===== config.mk =====
export PLATFORM = sky130hd
export DESIGN_NAME = dte_engine
export DESIGN_NICKNAME = d
export VERILOG_FILES = /design/src/hdl/dte_pkg.sv /design/src/hdl/dte_engine.sv /design/src/hdl/dte_discard_timer.sv /design/src/hdl/dte_avmm_slave.sv
export SDC_FILE = /design/constraint.sdc
export NUM_CORES = 1
export LEC_CHECK = 0
export ABC_AREA = 1
export BUFFER_PORTS_ARGS = -buffer_cell sky130_fd_sc_hd__buf_2
export CORE_ASPECT_RATIO = 0.5
export CORE_UTILIZATION = 51
export CTS_BUF_LIST = sky130_fd_sc_hd__clkbuf_8
export DETAILED_ROUTE_END_ITERATION = 8
export PLACE_DENSITY_LB_ADDON = 0.15
export SETUP_SLACK_MARGIN = 0.1
export SYNTH_ARGS = -nofsm -noshare
export SYNTH_HDL_FRONTEND = slang
export SYNTH_HIERARCHICAL = 1
export SYNTH_SLANG_ARGS = --single-unit

===== constraint.sdc =====
create_clock -name clk -period 20.1 [get_ports clk]
set_clock_uncertainty 0.2 [all_clocks]
set_input_delay 6.03 -clock clk [delete_from_list [all_inputs] [get_ports clk]]
set_output_delay 6.03 -clock clk [all_outputs]
set_load 0.005 [all_outputs]

===== src/hdl/dte_pkg.sv =====
package dte_pkg;

    // ************************************************************
    // timing, counted in bus clocks
    // ************************************************************
    localparam int unsigned TGT_FIRST_CLKS     = 16;
    // answer pulse is registered, so decide two clocks early
    localparam int unsigned RETRY_AT           = TGT_FIRST_CLKS - 2;
    localparam int unsigned DISCARD_SHORT_CLKS = 1024;
    localparam int unsigned DISCARD_LONG_CLKS  = 32768;
    localparam int unsigned DT_W               = 16;
    localparam int unsigned TW_W               = 5;

    // ************************************************************
    // register map: indices, byte address is four times the index
    // ************************************************************
    localparam int unsigned AV_AW          = 10;
    localparam logic [7:0]  REG_BRIDGE_CTRL = 8'h3e;
    localparam logic [7:0]  REG_DIAG_CTRL   = 8'h5c;
    localparam logic [7:0]  REG_SERR_DIS    = 8'h64;
    localparam logic [7:0]  REG_SERR_STAT   = 8'h6a;
    localparam logic [7:0]  REG_IRQ_STAT    = 8'h70;
    localparam logic [7:0]  REG_IRQ_CLR     = 8'h71;
    localparam logic [7:0]  REG_IRQ_EN      = 8'h72;
    localparam logic [7:0]  REG_SLOT_STAT   = 8'h73;
    localparam logic [7:0]  REG_PF_BASE     = 8'h74;
    localparam logic [7:0]  REG_PF_LIMIT    = 8'h75;
    localparam logic [7:0]  REG_PF_CTRL     = 8'h76;

    // field positions
    localparam int unsigned BC_DISCARD_SHORT = 9;
    localparam int unsigned DC_DELAY_EN      = 2;
    localparam int unsigned SE_DW_TMO        = 5;
    localparam int unsigned SE_DR_TMO        = 6;
    localparam int unsigned PF_DROP_EN       = 0;
    localparam int unsigned IRQ_DISCARD      = 0;
    localparam int unsigned IRQ_TMO          = 2;

    // reset values
    localparam logic [15:0] BRIDGE_CTRL_RST = 16'h0000;
    localparam logic [15:0] DIAG_CTRL_RST   = 16'h0000;
    localparam logic [7:0]  SERR_DIS_RST    = 8'h00;

    // command codes that imply prefetchable memory, and the master abort status code
    localparam logic [3:0]  CMD_MEM_RD_MULT = 4'hc;
    localparam logic [3:0]  CMD_MEM_RD_LINE = 4'he;
    localparam logic [1:0]  CS_MASTER_ABORT = 2'h2;

    typedef enum logic [1:0] {
        ST_IDLE = 2'b00,
        ST_RUN  = 2'b01,
        ST_PEND = 2'b10,
        ST_HELD = 2'b11
    } dte_state_t;

    typedef struct packed {
        logic [31:0] addr;
        logic [3:0]  cmd;
        logic [3:0]  be;
        logic [31:0] wdata;
    } dte_req_t;

    typedef struct packed {
        logic [1:0]  status;
        logic [31:0] rdata;
    } dte_rsp_t;

    // odd command codes are writes
    function automatic logic dte_is_write(input logic [3:0] cmd);
        return cmd[0];
    endfunction

endpackage


===== src/hdl/dte_engine.sv =====
// Notes on behaviour
// The discard limit is 2^15 clocks, or 2^10 when bridge control bit 9 is set.
// A completed delayed transaction counts clocks while waiting for the repeat.
// When that count expires the held status and data are thrown away.
// A held prefetchable read may be dropped when software allows it.
// As target the first data phase answers within 16 clocks of the request.
// An access that would run past 16 clocks is captured and answered with retry.
// The initiator ends on retry and later repeats the identical request.
// A captured request is run on the destination side and its result kept.
// The kept result waits until the initiator repeats, unless discarded.
// A matching repeat gets the kept status and read data, ending the entry.
// Any request that does not match the held one is retried again.
// With diagnostic control bit 2 clear, delayed requests retry at once.
// Only one delayed transaction is tracked per direction.
// The initiator rearbitrates and reissues to collect a completion.
// A destination timeout on a delayed write raises a system error unless bit 5 disables it.
// A destination timeout on a delayed read raises a system error unless bit 6 disables it.
// The discard count starts at completion and clears when the slot frees.
module dte_engine #(
    parameter int unsigned DISCARD_LONG = dte_pkg::DISCARD_LONG_CLKS
) (
    input  wire logic                      clk,
    input  wire logic                      rst,
    // register bus
    input  wire logic [dte_pkg::AV_AW-1:0] address,
    input  wire logic                      read,
    input  wire logic                      write,
    input  wire logic [31:0]               writedata,
    input  wire logic [3:0]                byteenable,
    output logic [31:0]                    readdata,
    output logic                           waitrequest,
    // initiating side, index 0 downstream, 1 upstream
    input  wire logic [1:0]                ini_valid,
    input  wire dte_pkg::dte_req_t [1:0]   ini_req,
    output logic [1:0]                     ini_retry,
    output logic [1:0]                     ini_done,
    output dte_pkg::dte_rsp_t [1:0]        ini_rsp,
    // destination side
    output logic [1:0]                     dst_valid,
    output dte_pkg::dte_req_t [1:0]        dst_req,
    input  wire logic [1:0]                dst_ack,
    input  wire dte_pkg::dte_rsp_t [1:0]   dst_rsp,
    input  wire logic [1:0]                dst_timeout,
    // events
    output logic                           primary_system_error_event,
    output logic                           irq
);
    import dte_pkg::*;

    // ************************************************************
    // helpers
    // ************************************************************

    // merge write data into a register under byte enables
    function automatic logic [31:0] be_merge(input logic [31:0] old,
                                             input logic [31:0] wd,
                                             input logic [3:0]  be);
        logic [31:0] res;
        res = old;
        for (int b = 0; b < 4; b++) begin
            if (be[b]) begin
                res[b*8 +: 8] = wd[b*8 +: 8];
            end
        end
        return res;
    endfunction

    // mask of bits a write-one-to-clear access hits
    function automatic logic [7:0] w1c_mask(input logic hit,
                                            input logic [31:0] wd,
                                            input logic [3:0]  be);
        return (hit && be[0]) ? wd[7:0] : 8'h00;
    endfunction

    // ************************************************************
    // register bus slave
    // ************************************************************
    logic        wr_en;
    logic [7:0]  idx;
    logic [31:0] rd_mux;

    dte_avmm_slave u_bus (
        .clk         (clk),
        .rst         (rst),
        .read        (read),
        .write       (write),
        .address     (address),
        .rd_data     (rd_mux),
        .waitrequest (waitrequest),
        .readdata    (readdata),
        .wr_en       (wr_en),
        .idx         (idx)
    );

    logic [15:0] bridge_ctrl;
    logic [15:0] diag_ctrl;
    logic [7:0]  serr_dis;
    logic [7:0]  serr_stat;
    logic [3:0]  irq_stat;
    logic [3:0]  irq_en;
    logic [31:0] pf_base;
    logic [31:0] pf_limit;
    logic        pf_ctrl;
    logic [3:0]  slot_stat;

    // write decode
    wire wr_bctrl = wr_en && (idx == REG_BRIDGE_CTRL);
    wire wr_dctrl = wr_en && (idx == REG_DIAG_CTRL);
    wire wr_sdis  = wr_en && (idx == REG_SERR_DIS);
    wire wr_sstat = wr_en && (idx == REG_SERR_STAT);
    wire wr_iclr  = wr_en && (idx == REG_IRQ_CLR);
    wire wr_ien   = wr_en && (idx == REG_IRQ_EN);
    wire wr_pfb   = wr_en && (idx == REG_PF_BASE);
    wire wr_pfl   = wr_en && (idx == REG_PF_LIMIT);
    wire wr_pfc   = wr_en && (idx == REG_PF_CTRL);

    // read mux, unmapped and write-only indices read zero
    assign rd_mux =
        (idx == REG_BRIDGE_CTRL) ? {16'h0000, bridge_ctrl} :
        (idx == REG_DIAG_CTRL)   ? {16'h0000, diag_ctrl} :
        (idx == REG_SERR_DIS)    ? {24'h000000, serr_dis} :
        (idx == REG_SERR_STAT)   ? {24'h000000, serr_stat} :
        (idx == REG_IRQ_STAT)    ? {28'h0000000, irq_stat} :
        (idx == REG_IRQ_EN)      ? {28'h0000000, irq_en} :
        (idx == REG_SLOT_STAT)   ? {28'h0000000, slot_stat} :
        (idx == REG_PF_BASE)     ? pf_base :
        (idx == REG_PF_LIMIT)    ? pf_limit :
        (idx == REG_PF_CTRL)     ? {31'h00000000, pf_ctrl} :
                                   32'h0000_0000;

    // control fields that steer the slots
    // discard length select
    wire discard_short = bridge_ctrl[BC_DISCARD_SHORT];
    // immediate retry when clear
    wire delay_en      = diag_ctrl[DC_DELAY_EN];
    wire pf_drop_en    = pf_ctrl;

    // ************************************************************
    // per-direction delayed transaction slots
    // ************************************************************
    logic [1:0] disc_ev;
    logic [1:0] tmo_wr;
    logic [1:0] tmo_rd;

    for (genvar d = 0; d < 2; d++) begin : g_dir
        dte_state_t  state;
        dte_state_t  next_state;
        dte_req_t    held;
        dte_rsp_t    comp;
        logic [TW_W-1:0] wait_cnt;
        logic        tmr_exp;
        logic        capture;
        logic        retry_now;
        logic        done_run;
        logic        done_held;
        logic        drop_pf;

        // exact compare of address, command and byte enables
        wire hit = ini_valid[d] && (ini_req[d].addr == held.addr)
                   && (ini_req[d].cmd == held.cmd)
                   && (ini_req[d].be == held.be);
        wire in_pf = (held.addr >= pf_base) && (held.addr <= pf_limit);
        // reads that are prefetchable by range or by command
        wire pf_read = !dte_is_write(held.cmd)
                       && (in_pf || held.cmd == CMD_MEM_RD_LINE
                           || held.cmd == CMD_MEM_RD_MULT);
        wire lost = (state == ST_RUN || state == ST_PEND) && dst_timeout[d];

        // discard count runs only while a completion is held
        dte_discard_timer #(
            .LONG_CLKS (DISCARD_LONG)
        ) u_tmr (
            .clk       (clk),
            .rst       (rst),
            .run       (state == ST_HELD),
            .short_sel (discard_short),
            .expired   (tmr_exp)
        );

        // slot sequencing; a repeat that lands on the expiry clock still wins
        always_comb begin
            next_state = state;
            capture    = 1'b0;
            retry_now  = 1'b0;
            done_run   = 1'b0;
            done_held  = 1'b0;
            drop_pf    = 1'b0;
            unique case (state)
                ST_IDLE: begin
                    // capture request fields
                    if (ini_valid[d]) begin
                        capture    = 1'b1;
                        retry_now  = !delay_en;
                        next_state = delay_en ? ST_RUN : ST_PEND;
                    end
                end
                ST_RUN: begin
                    if (dst_timeout[d]) begin
                        retry_now  = 1'b1;
                        next_state = ST_IDLE;
                    end else if (dst_ack[d]) begin
                        done_run   = 1'b1;
                        next_state = ST_IDLE;
                    // retry before 16 clocks pass
                    end else if (wait_cnt == TW_W'(RETRY_AT)) begin
                        retry_now  = 1'b1;
                        next_state = ST_PEND;
                    end
                end
                ST_PEND: begin
                    // nothing to give back yet
                    retry_now = ini_valid[d];
                    if (dst_timeout[d]) begin
                        next_state = ST_IDLE;
                    // completion recorded
                    end else if (dst_ack[d]) begin
                        next_state = ST_HELD;
                    end
                end
                ST_HELD: begin
                    // mismatch retried
                    retry_now = ini_valid[d] && !hit;
                    // held until a match, expiry or drop
                    if (hit) begin
                        done_held  = 1'b1;
                        next_state = ST_IDLE;
                    // stale completion dropped
                    end else if (tmr_exp) begin
                        next_state = ST_IDLE;
                    end else if (ini_valid[d]) begin
                        // optional early drop
                        drop_pf    = pf_drop_en && pf_read;
                        next_state = drop_pf ? ST_IDLE : ST_HELD;
                    end
                end
            endcase
        end

        // one state register per direction
        always_ff @(posedge clk or posedge rst) begin
            if (rst) begin
                state <= ST_IDLE;
            end else begin
                state <= next_state;
            end
        end

        // first-phase clock count
        always_ff @(posedge clk or posedge rst) begin
            if (rst) begin
                wait_cnt <= '0;
            end else begin
                wait_cnt <= (state == ST_RUN) ? wait_cnt + 1'b1 : '0;
            end
        end

        // captured request and recorded completion
        always_ff @(posedge clk or posedge rst) begin
            if (rst) begin
                held <= '0;
                comp <= '0;
            end else begin
                held <= capture ? ini_req[d] : held;
                comp <= (state == ST_PEND && dst_ack[d]) ? dst_rsp[d] : comp;
            end
        end

        // destination request held until answered
        always_ff @(posedge clk or posedge rst) begin
            if (rst) begin
                dst_valid[d] <= 1'b0;
            end else if (capture) begin
                dst_valid[d] <= 1'b1;
            end else if (dst_ack[d] || dst_timeout[d]) begin
                dst_valid[d] <= 1'b0;
            end
        end

        // registered answers to the initiator
        always_ff @(posedge clk or posedge rst) begin
            if (rst) begin
                ini_retry[d] <= 1'b0;
                ini_done[d]  <= 1'b0;
                ini_rsp[d]   <= '0;
            end else begin
                ini_retry[d] <= retry_now;
                // status and data handed back
                ini_done[d]  <= done_run || done_held;
                ini_rsp[d]   <= done_run ? dst_rsp[d]
                              : done_held ? comp : ini_rsp[d];
            end
        end

        assign dst_req[d] = held;
        // slot freed on expiry or drop
        assign disc_ev[d] = (state == ST_HELD && tmr_exp && !hit) || drop_pf;
        assign tmo_wr[d]  = lost && dte_is_write(held.cmd);
        assign tmo_rd[d]  = lost && !dte_is_write(held.cmd);
        assign slot_stat[2*d +: 2] = state;
    end

    // ************************************************************
    // system error and interrupt events
    // ************************************************************
    // write timeout gated by disable bit
    wire serr_dw = (|tmo_wr) && !serr_dis[SE_DW_TMO];
    // read timeout gated by disable bit
    wire serr_dr = (|tmo_rd) && !serr_dis[SE_DR_TMO];

    logic [7:0] serr_set;
    always_comb begin
        serr_set            = 8'h00;
        serr_set[SE_DW_TMO] = serr_dw;
        serr_set[SE_DR_TMO] = serr_dr;
    end

    wire [7:0] serr_clr = w1c_mask(wr_sstat, writedata, byteenable);
    wire [7:0] irq_clr  = w1c_mask(wr_iclr, writedata, byteenable);
    wire [3:0] irq_set  = {tmo_wr | tmo_rd, disc_ev};

    // sticky status: a set on the clear clock survives
    always_ff @(posedge clk or posedge rst) begin
        if (rst) begin
            serr_stat <= 8'h00;
            irq_stat  <= 4'h0;
            primary_system_error_event <= 1'b0;
        end else begin
            serr_stat <= (serr_stat & ~serr_clr) | serr_set;
            irq_stat  <= (irq_stat & ~irq_clr[3:0]) | irq_set;
            primary_system_error_event <= serr_dw || serr_dr;
        end
    end

    // level interrupt from enabled sticky bits
    assign irq = |(irq_stat & irq_en);

    // ************************************************************
    // software control registers
    // ************************************************************
    always_ff @(posedge clk or posedge rst) begin
        if (rst) begin
            bridge_ctrl <= BRIDGE_CTRL_RST;
            diag_ctrl   <= DIAG_CTRL_RST;
            serr_dis    <= SERR_DIS_RST;
        end else begin
            bridge_ctrl <= wr_bctrl ? 16'(be_merge({16'h0000, bridge_ctrl},
                               writedata, byteenable)) : bridge_ctrl;
            diag_ctrl   <= wr_dctrl ? 16'(be_merge({16'h0000, diag_ctrl},
                               writedata, byteenable)) : diag_ctrl;
            serr_dis    <= wr_sdis ? 8'(be_merge({24'h000000, serr_dis},
                               writedata, byteenable)) : serr_dis;
        end
    end

    // prefetch window and interrupt enables
    always_ff @(posedge clk or posedge rst) begin
        if (rst) begin
            pf_base  <= 32'h0000_0000;
            pf_limit <= 32'h0000_0000;
            pf_ctrl  <= 1'b0;
            irq_en   <= 4'h0;
        end else begin
            pf_base  <= wr_pfb ? be_merge(pf_base, writedata, byteenable) : pf_base;
            pf_limit <= wr_pfl ? be_merge(pf_limit, writedata, byteenable) : pf_limit;
            pf_ctrl  <= (wr_pfc && byteenable[0]) ? writedata[PF_DROP_EN] : pf_ctrl;
            irq_en   <= (wr_ien && byteenable[0]) ? writedata[3:0] : irq_en;
        end
    end

endmodule // dte_engine


===== src/hdl/dte_discard_timer.sv =====
module dte_discard_timer #(
    parameter int unsigned LONG_CLKS = dte_pkg::DISCARD_LONG_CLKS
) (
    input  wire logic clk,
    input  wire logic rst,
    input  wire logic run,
    input  wire logic short_sel,
    output logic      expired
);
    import dte_pkg::*;

    logic [DT_W-1:0] count;
    wire  [DT_W-1:0] limit = short_sel ? DT_W'(DISCARD_SHORT_CLKS - 1)
                                       : DT_W'(LONG_CLKS - 1);

    // one-clock pulse on the last counted clock
    assign expired = run && (count >= limit);

    // idle timer sits at zero so a new completion starts clean
    always_ff @(posedge clk or posedge rst) begin
        if (rst) begin
            count <= '0;
        end else if (!run || expired) begin
            count <= '0;
        end else begin
            count <= count + 1'b1;
        end
    end

endmodule // dte_discard_timer


===== src/hdl/dte_avmm_slave.sv =====
module dte_avmm_slave (
    input  wire logic                      clk,
    input  wire logic                      rst,
    input  wire logic                      read,
    input  wire logic                      write,
    input  wire logic [dte_pkg::AV_AW-1:0] address,
    input  wire logic [31:0]               rd_data,
    output logic                           waitrequest,
    output logic [31:0]                    readdata,
    output logic                           wr_en,
    output logic [7:0]                     idx
);
    import dte_pkg::*;

    logic ack;

    // exactly one wait state per access
    assign waitrequest = (read || write) && !ack;
    assign wr_en       = write && ack;
    assign idx         = address[AV_AW-1:2];

    // read data caught while the address is held, valid on the ack clock
    always_ff @(posedge clk or posedge rst) begin
        if (rst) begin
            ack      <= 1'b0;
            readdata <= 32'h0000_0000;
        end else begin
            ack      <= (read || write) && !ack;
            readdata <= (read && !ack) ? rd_data : readdata;
        end
    end

endmodule // dte_avmm_slave


==> flow_metrics.env <==
export IMPL_outcome="finished, final reports clean"
export IMPL_crit_type="in -> out"
export IMPL_dp_hpwl_microns=57400
export IMPL_power_density_nw_per_um2=128
export IMPL_post_cts_buffers=0
export IMPL_cts_resized=0
export IMPL_core_rowCount=57
export IMPL_fillCellCount=4394
export IMPL_pwr_share_comb_pct=36.1
export IMPL_crit_fanout=33
export IMPL_intPower_mw=2.38
export IMPL_tns_ns=0
export IMPL_synth_edff_count=0
export IMPL_vias_per_cell=5.31
export IMPL_dr_pass1_iters=6
export IMPL_drive_above_1_share_pct=24.8
export IMPL_critical_path_required_ns=13.87
export IMPL_avgSynthCellArea_sq_um=8.89
export IMPL_switching_power_mw=1.42
export IMPL_drtAntennaViolNets=0
export IMPL_fin_util_pct=61.2
export IMPL_portBuffers=518
export IMPL_grt_pass1_wl_microns=117000
export IMPL_worst_pin_slew_ns=1.03
export IMPL_routedWlPerCell_microns=18.9
export IMPL_synth_nets=3252
export IMPL_cts_hold_buf=0
export IMPL_period_share_pct=66.8
export IMPL_finalSetupViolCount=0
export IMPL_relSlewSlack_pct=30.5
export IMPL_fmax_ghz=0.0744
export IMPL_switching_share_pct=37.4
export IMPL_arrival_ns=7.20
export IMPL_power_frac_seq_pct=41.0
export IMPL_cts_buffer_depth=3
export IMPL_cp_end_kind="primary output"
export IMPL_yosysWarnings=6
export IMPL_start_kind="input pin"
export IMPL_synth_area_sq_um=25200
export IMPL_layout_nets=3760
export IMPL_cts_root_buf="clkbuf_8"
export IMPL_clk_pin_slew_worst_paths_ns=0.06
export IMPL_synth_seq_cells=487
export IMPL_period_needed_ns=13.43
export IMPL_clock_latency_ns=0.65
export IMPL_drc=0
export IMPL_fp_dieArea_sq_um=50300
export IMPL_grt_pass1_vias=20321
export IMPL_gr_total_overflow=0
export IMPL_antenna_found_initial=12
export IMPL_io_pins=521
export IMPL_drtIter0Drc=1703
export IMPL_power_leakage_nw=15.0
export IMPL_hp_class="reg -> reg"
export IMPL_die_w_microns=316
export IMPL_cts_buffers=74
export IMPL_r2r_slack_ns=16.94
export IMPL_floorplan_core_area_sq_um=48600
export IMPL_cts_tree="built"
export IMPL_yosysSeqAreaShare_pct=48.4
export IMPL_ys_flop_type="dfrtp_1"
export IMPL_dpl_instance_area_sq_um=28200
export IMPL_htree_levels=3
export IMPL_syn_to_final_growth_pct=18.3
export IMPL_dp_cells=3911
export IMPL_synth_async_reset_ratio_pct=100
export IMPL_track_usage_pct=30.4
export IMPL_synth_cell_types=43
export IMPL_p_clk_share_pct=22.9
export IMPL_instances_no_fill=4051
export IMPL_final_hold_violation_count=0
export IMPL_start_util_pct=51.7
export IMPL_rsz0062_at_grt="no"
export IMPL_gp_congestion=0.899
export IMPL_syn_inst=2830
export IMPL_design_area_sq_um=29800
export IMPL_grt_max_degree=101
export IMPL_die_height_microns=159
export IMPL_vias=21503
export IMPL_maxCapViolations=0
export IMPL_irDropWorstVdd_v=0.0000912
export IMPL_wl_microns=76700
export IMPL_final_max_slew_viol_count=0
export IMPL_clkSinkCount=487
[final cells by class]
type	instances	area (sq um)	area share [%]
Multi-Input combinational cell	1964	11400	38.4
Antenna cell	8	20.0	0.0672
Timing Repair Buffer	538	2740	9.21
Inverter	273	1030	3.47
Clock buffer	96	1320	4.44
Clock inverter	36	229	0.769
Tap cell	649	812	2.73
Sequential cell	487	12200	40.9
[sequential cells by signal (all words and copies together) (netlist names), 8 cells and up]
signal	count
pf_limit	32
g_dir.comp	68
bridge_ctrl	16
g_dir.u_tmr/count	32
serr_dis	8
diag_ctrl	16
serr_stat	8
dst_req	144
pf_base	32
ini_rsp	68
g_dir.wait_cnt	10
u_bus/readdata	32
[cells by family after synthesis]
group           Yosys count  synth area share [%]
simple gates           1180                  19.5
flops                   487                  48.4
compound gates          421                  9.38
buf+inv                 379                  6.23
mux                     157                  7.02
fa+ha+maj               154                  7.66
xor+xnor                 52                  1.81
[power by group through the flow]
stage / Combinational [mW] / Clock (mW) / Sequential (mW)
2_1_floorplan: 0.847 / 0 / 1.51
6_report: 1.38 / 0.872 / 1.56
3_3_place_gp: 1.34 / 0 / 1.56
3_5_place_dp: 1.37 / 0 / 1.57
5_1_grt: 1.54 / 0.931 / 1.60
4_1_cts: 1.38 / 0.888 / 1.56
[worst paths after layout]
kind,start,endpoint,cells past startpoint
max in group asynchronous,rst,ini_rsp[3]$_DFFE_PP0P_,4
hold reg to reg,g_dir[1].u_tmr/count[0]$_DFF_PP0_,g_dir[1].u_tmr/count[0]$_DFF_PP0_,1
min in group asynchronous,rst,u_bus/readdata[29]$_DFFE_PP0P_,2
hold / removal,g_dir[1].u_tmr/count[0]$_DFF_PP0_,g_dir[1].u_tmr/count[0]$_DFF_PP0_,1
setup / recovery,read,waitrequest,4
setup reg to reg,bridge_ctrl[9]$_DFFE_PP0P_,g_dir[0].state[1]$_DFFE_PP0P_,13
[through the flow]
stage | hold WS [ns] | total power [mW] | worst slack, ns
after global placement | 0.252 | 2.89 | 6.67
after detailed placement | 0.258 | 2.94 | 6.68
after CTS | 0.267 | 3.82 | 6.67
after floorplan | 0.231 | 2.36 | 2.12
after global routing | 0.296 | 4.07 | 6.52
final | 0.269 | 3.81 | 6.67
[synthesized netlist by cell type, types with 2 or more instances]
library cell	n	area, sq um
nand4_1	58	363
inv_2	4	15.0
o22ai_1	17	106
nand3_4	2	35.0
nor2_1	251	942
inv_1	267	1000
a31oi_1	68	425
nand2_2	4	25.0
nand3_2	3	30.0
nor2_2	6	37.5
clkinv_1	2	7.51
nand3_1	118	591
o2111ai_1	13	114
nor2_4	4	45.0
buf_6	10	113
clkbuf_1	60	225
a211oi_1	7	52.6
or2_2	6	37.5
a21boi_0	8	60.1
a21o_1	3	22.5
buf_2	15	75.1
ha_1	154	1930
mux2_2	157	1770
o21ai_0	210	1050
nand2_1	703	2640
nand3b_1	3	22.5
a221o_1	2	20.0
xnor2_1	20	175
buf_1	7	26.3
o21bai_1	4	30.0
dfrtp_1	487	12200
a21oi_1	81	405
buf_4	14	105
xor2_1	32	280
a221oi_1	3	26.3
o21a_1	4	30.0
nor3_1	15	75.1
nor4_1	3	18.8
[placed cells by master, fill, tap and decap left out, types with 3 or more instances in the layout]
| master | netlist | routed |
|---|---|---|
| nand2_2 | 4 | 5 |
| nor4_1 | 3 | 3 |
| buf_4 | 14 | 20 |
| nand4_1 | 58 | 58 |
| o21bai_1 | 4 | 4 |
| nand3_2 | 3 | 3 |
| a221oi_1 | 3 | 3 |
| clkbuf_8 | 0 | 96 |
| o21ai_0 | 210 | 210 |
| inv_1 | 267 | 290 |
| bufinv_16 | 0 | 3 |
| a21o_1 | 3 | 3 |
| a31oi_1 | 68 | 68 |
| or2_2 | 6 | 6 |
| dfrtp_1 | 487 | 487 |
| diode_2 | 0 | 8 |
| a21boi_0 | 8 | 8 |
| inv_2 | 4 | 4 |
| xnor2_1 | 20 | 20 |
| nor2_2 | 6 | 7 |
| o21a_1 | 4 | 4 |
| nor2_1 | 251 | 250 |
| o2111ai_1 | 13 | 13 |
| nor3_1 | 15 | 15 |
| nand3b_1 | 3 | 3 |
| buf_2 | 15 | 518 |
| a21oi_1 | 81 | 81 |
| xor2_1 | 32 | 32 |
| nand3_1 | 118 | 118 |
| nand2_4 | 1 | 3 |
| o22ai_1 | 17 | 17 |
| nand2_1 | 703 | 700 |
| mux2_2 | 157 | 157 |
| nor2_4 | 4 | 4 |
| a211oi_1 | 7 | 7 |
| ha_1 | 154 | 154 |
| clkinv_2 | 0 | 8 |
[layer usage]
layer | up-vias | track usage, % | wire length [microns]
li1 | 10381 | - | -
met1 | 10364 | 40.9 | 32900
met2 | 623 | 48.9 | 36600
met3 | 129 | 7.28 | 5430
met4 | 6 | 8.65 | 1790
met5 | - | 0 | 39
[critical path, cell delays in order]
cell     delay [ns]
buf_2          0.50
nand2_4        0.35
nand2_1        0.17
buf_2          0.13
(Power assumes the default switching activity.)
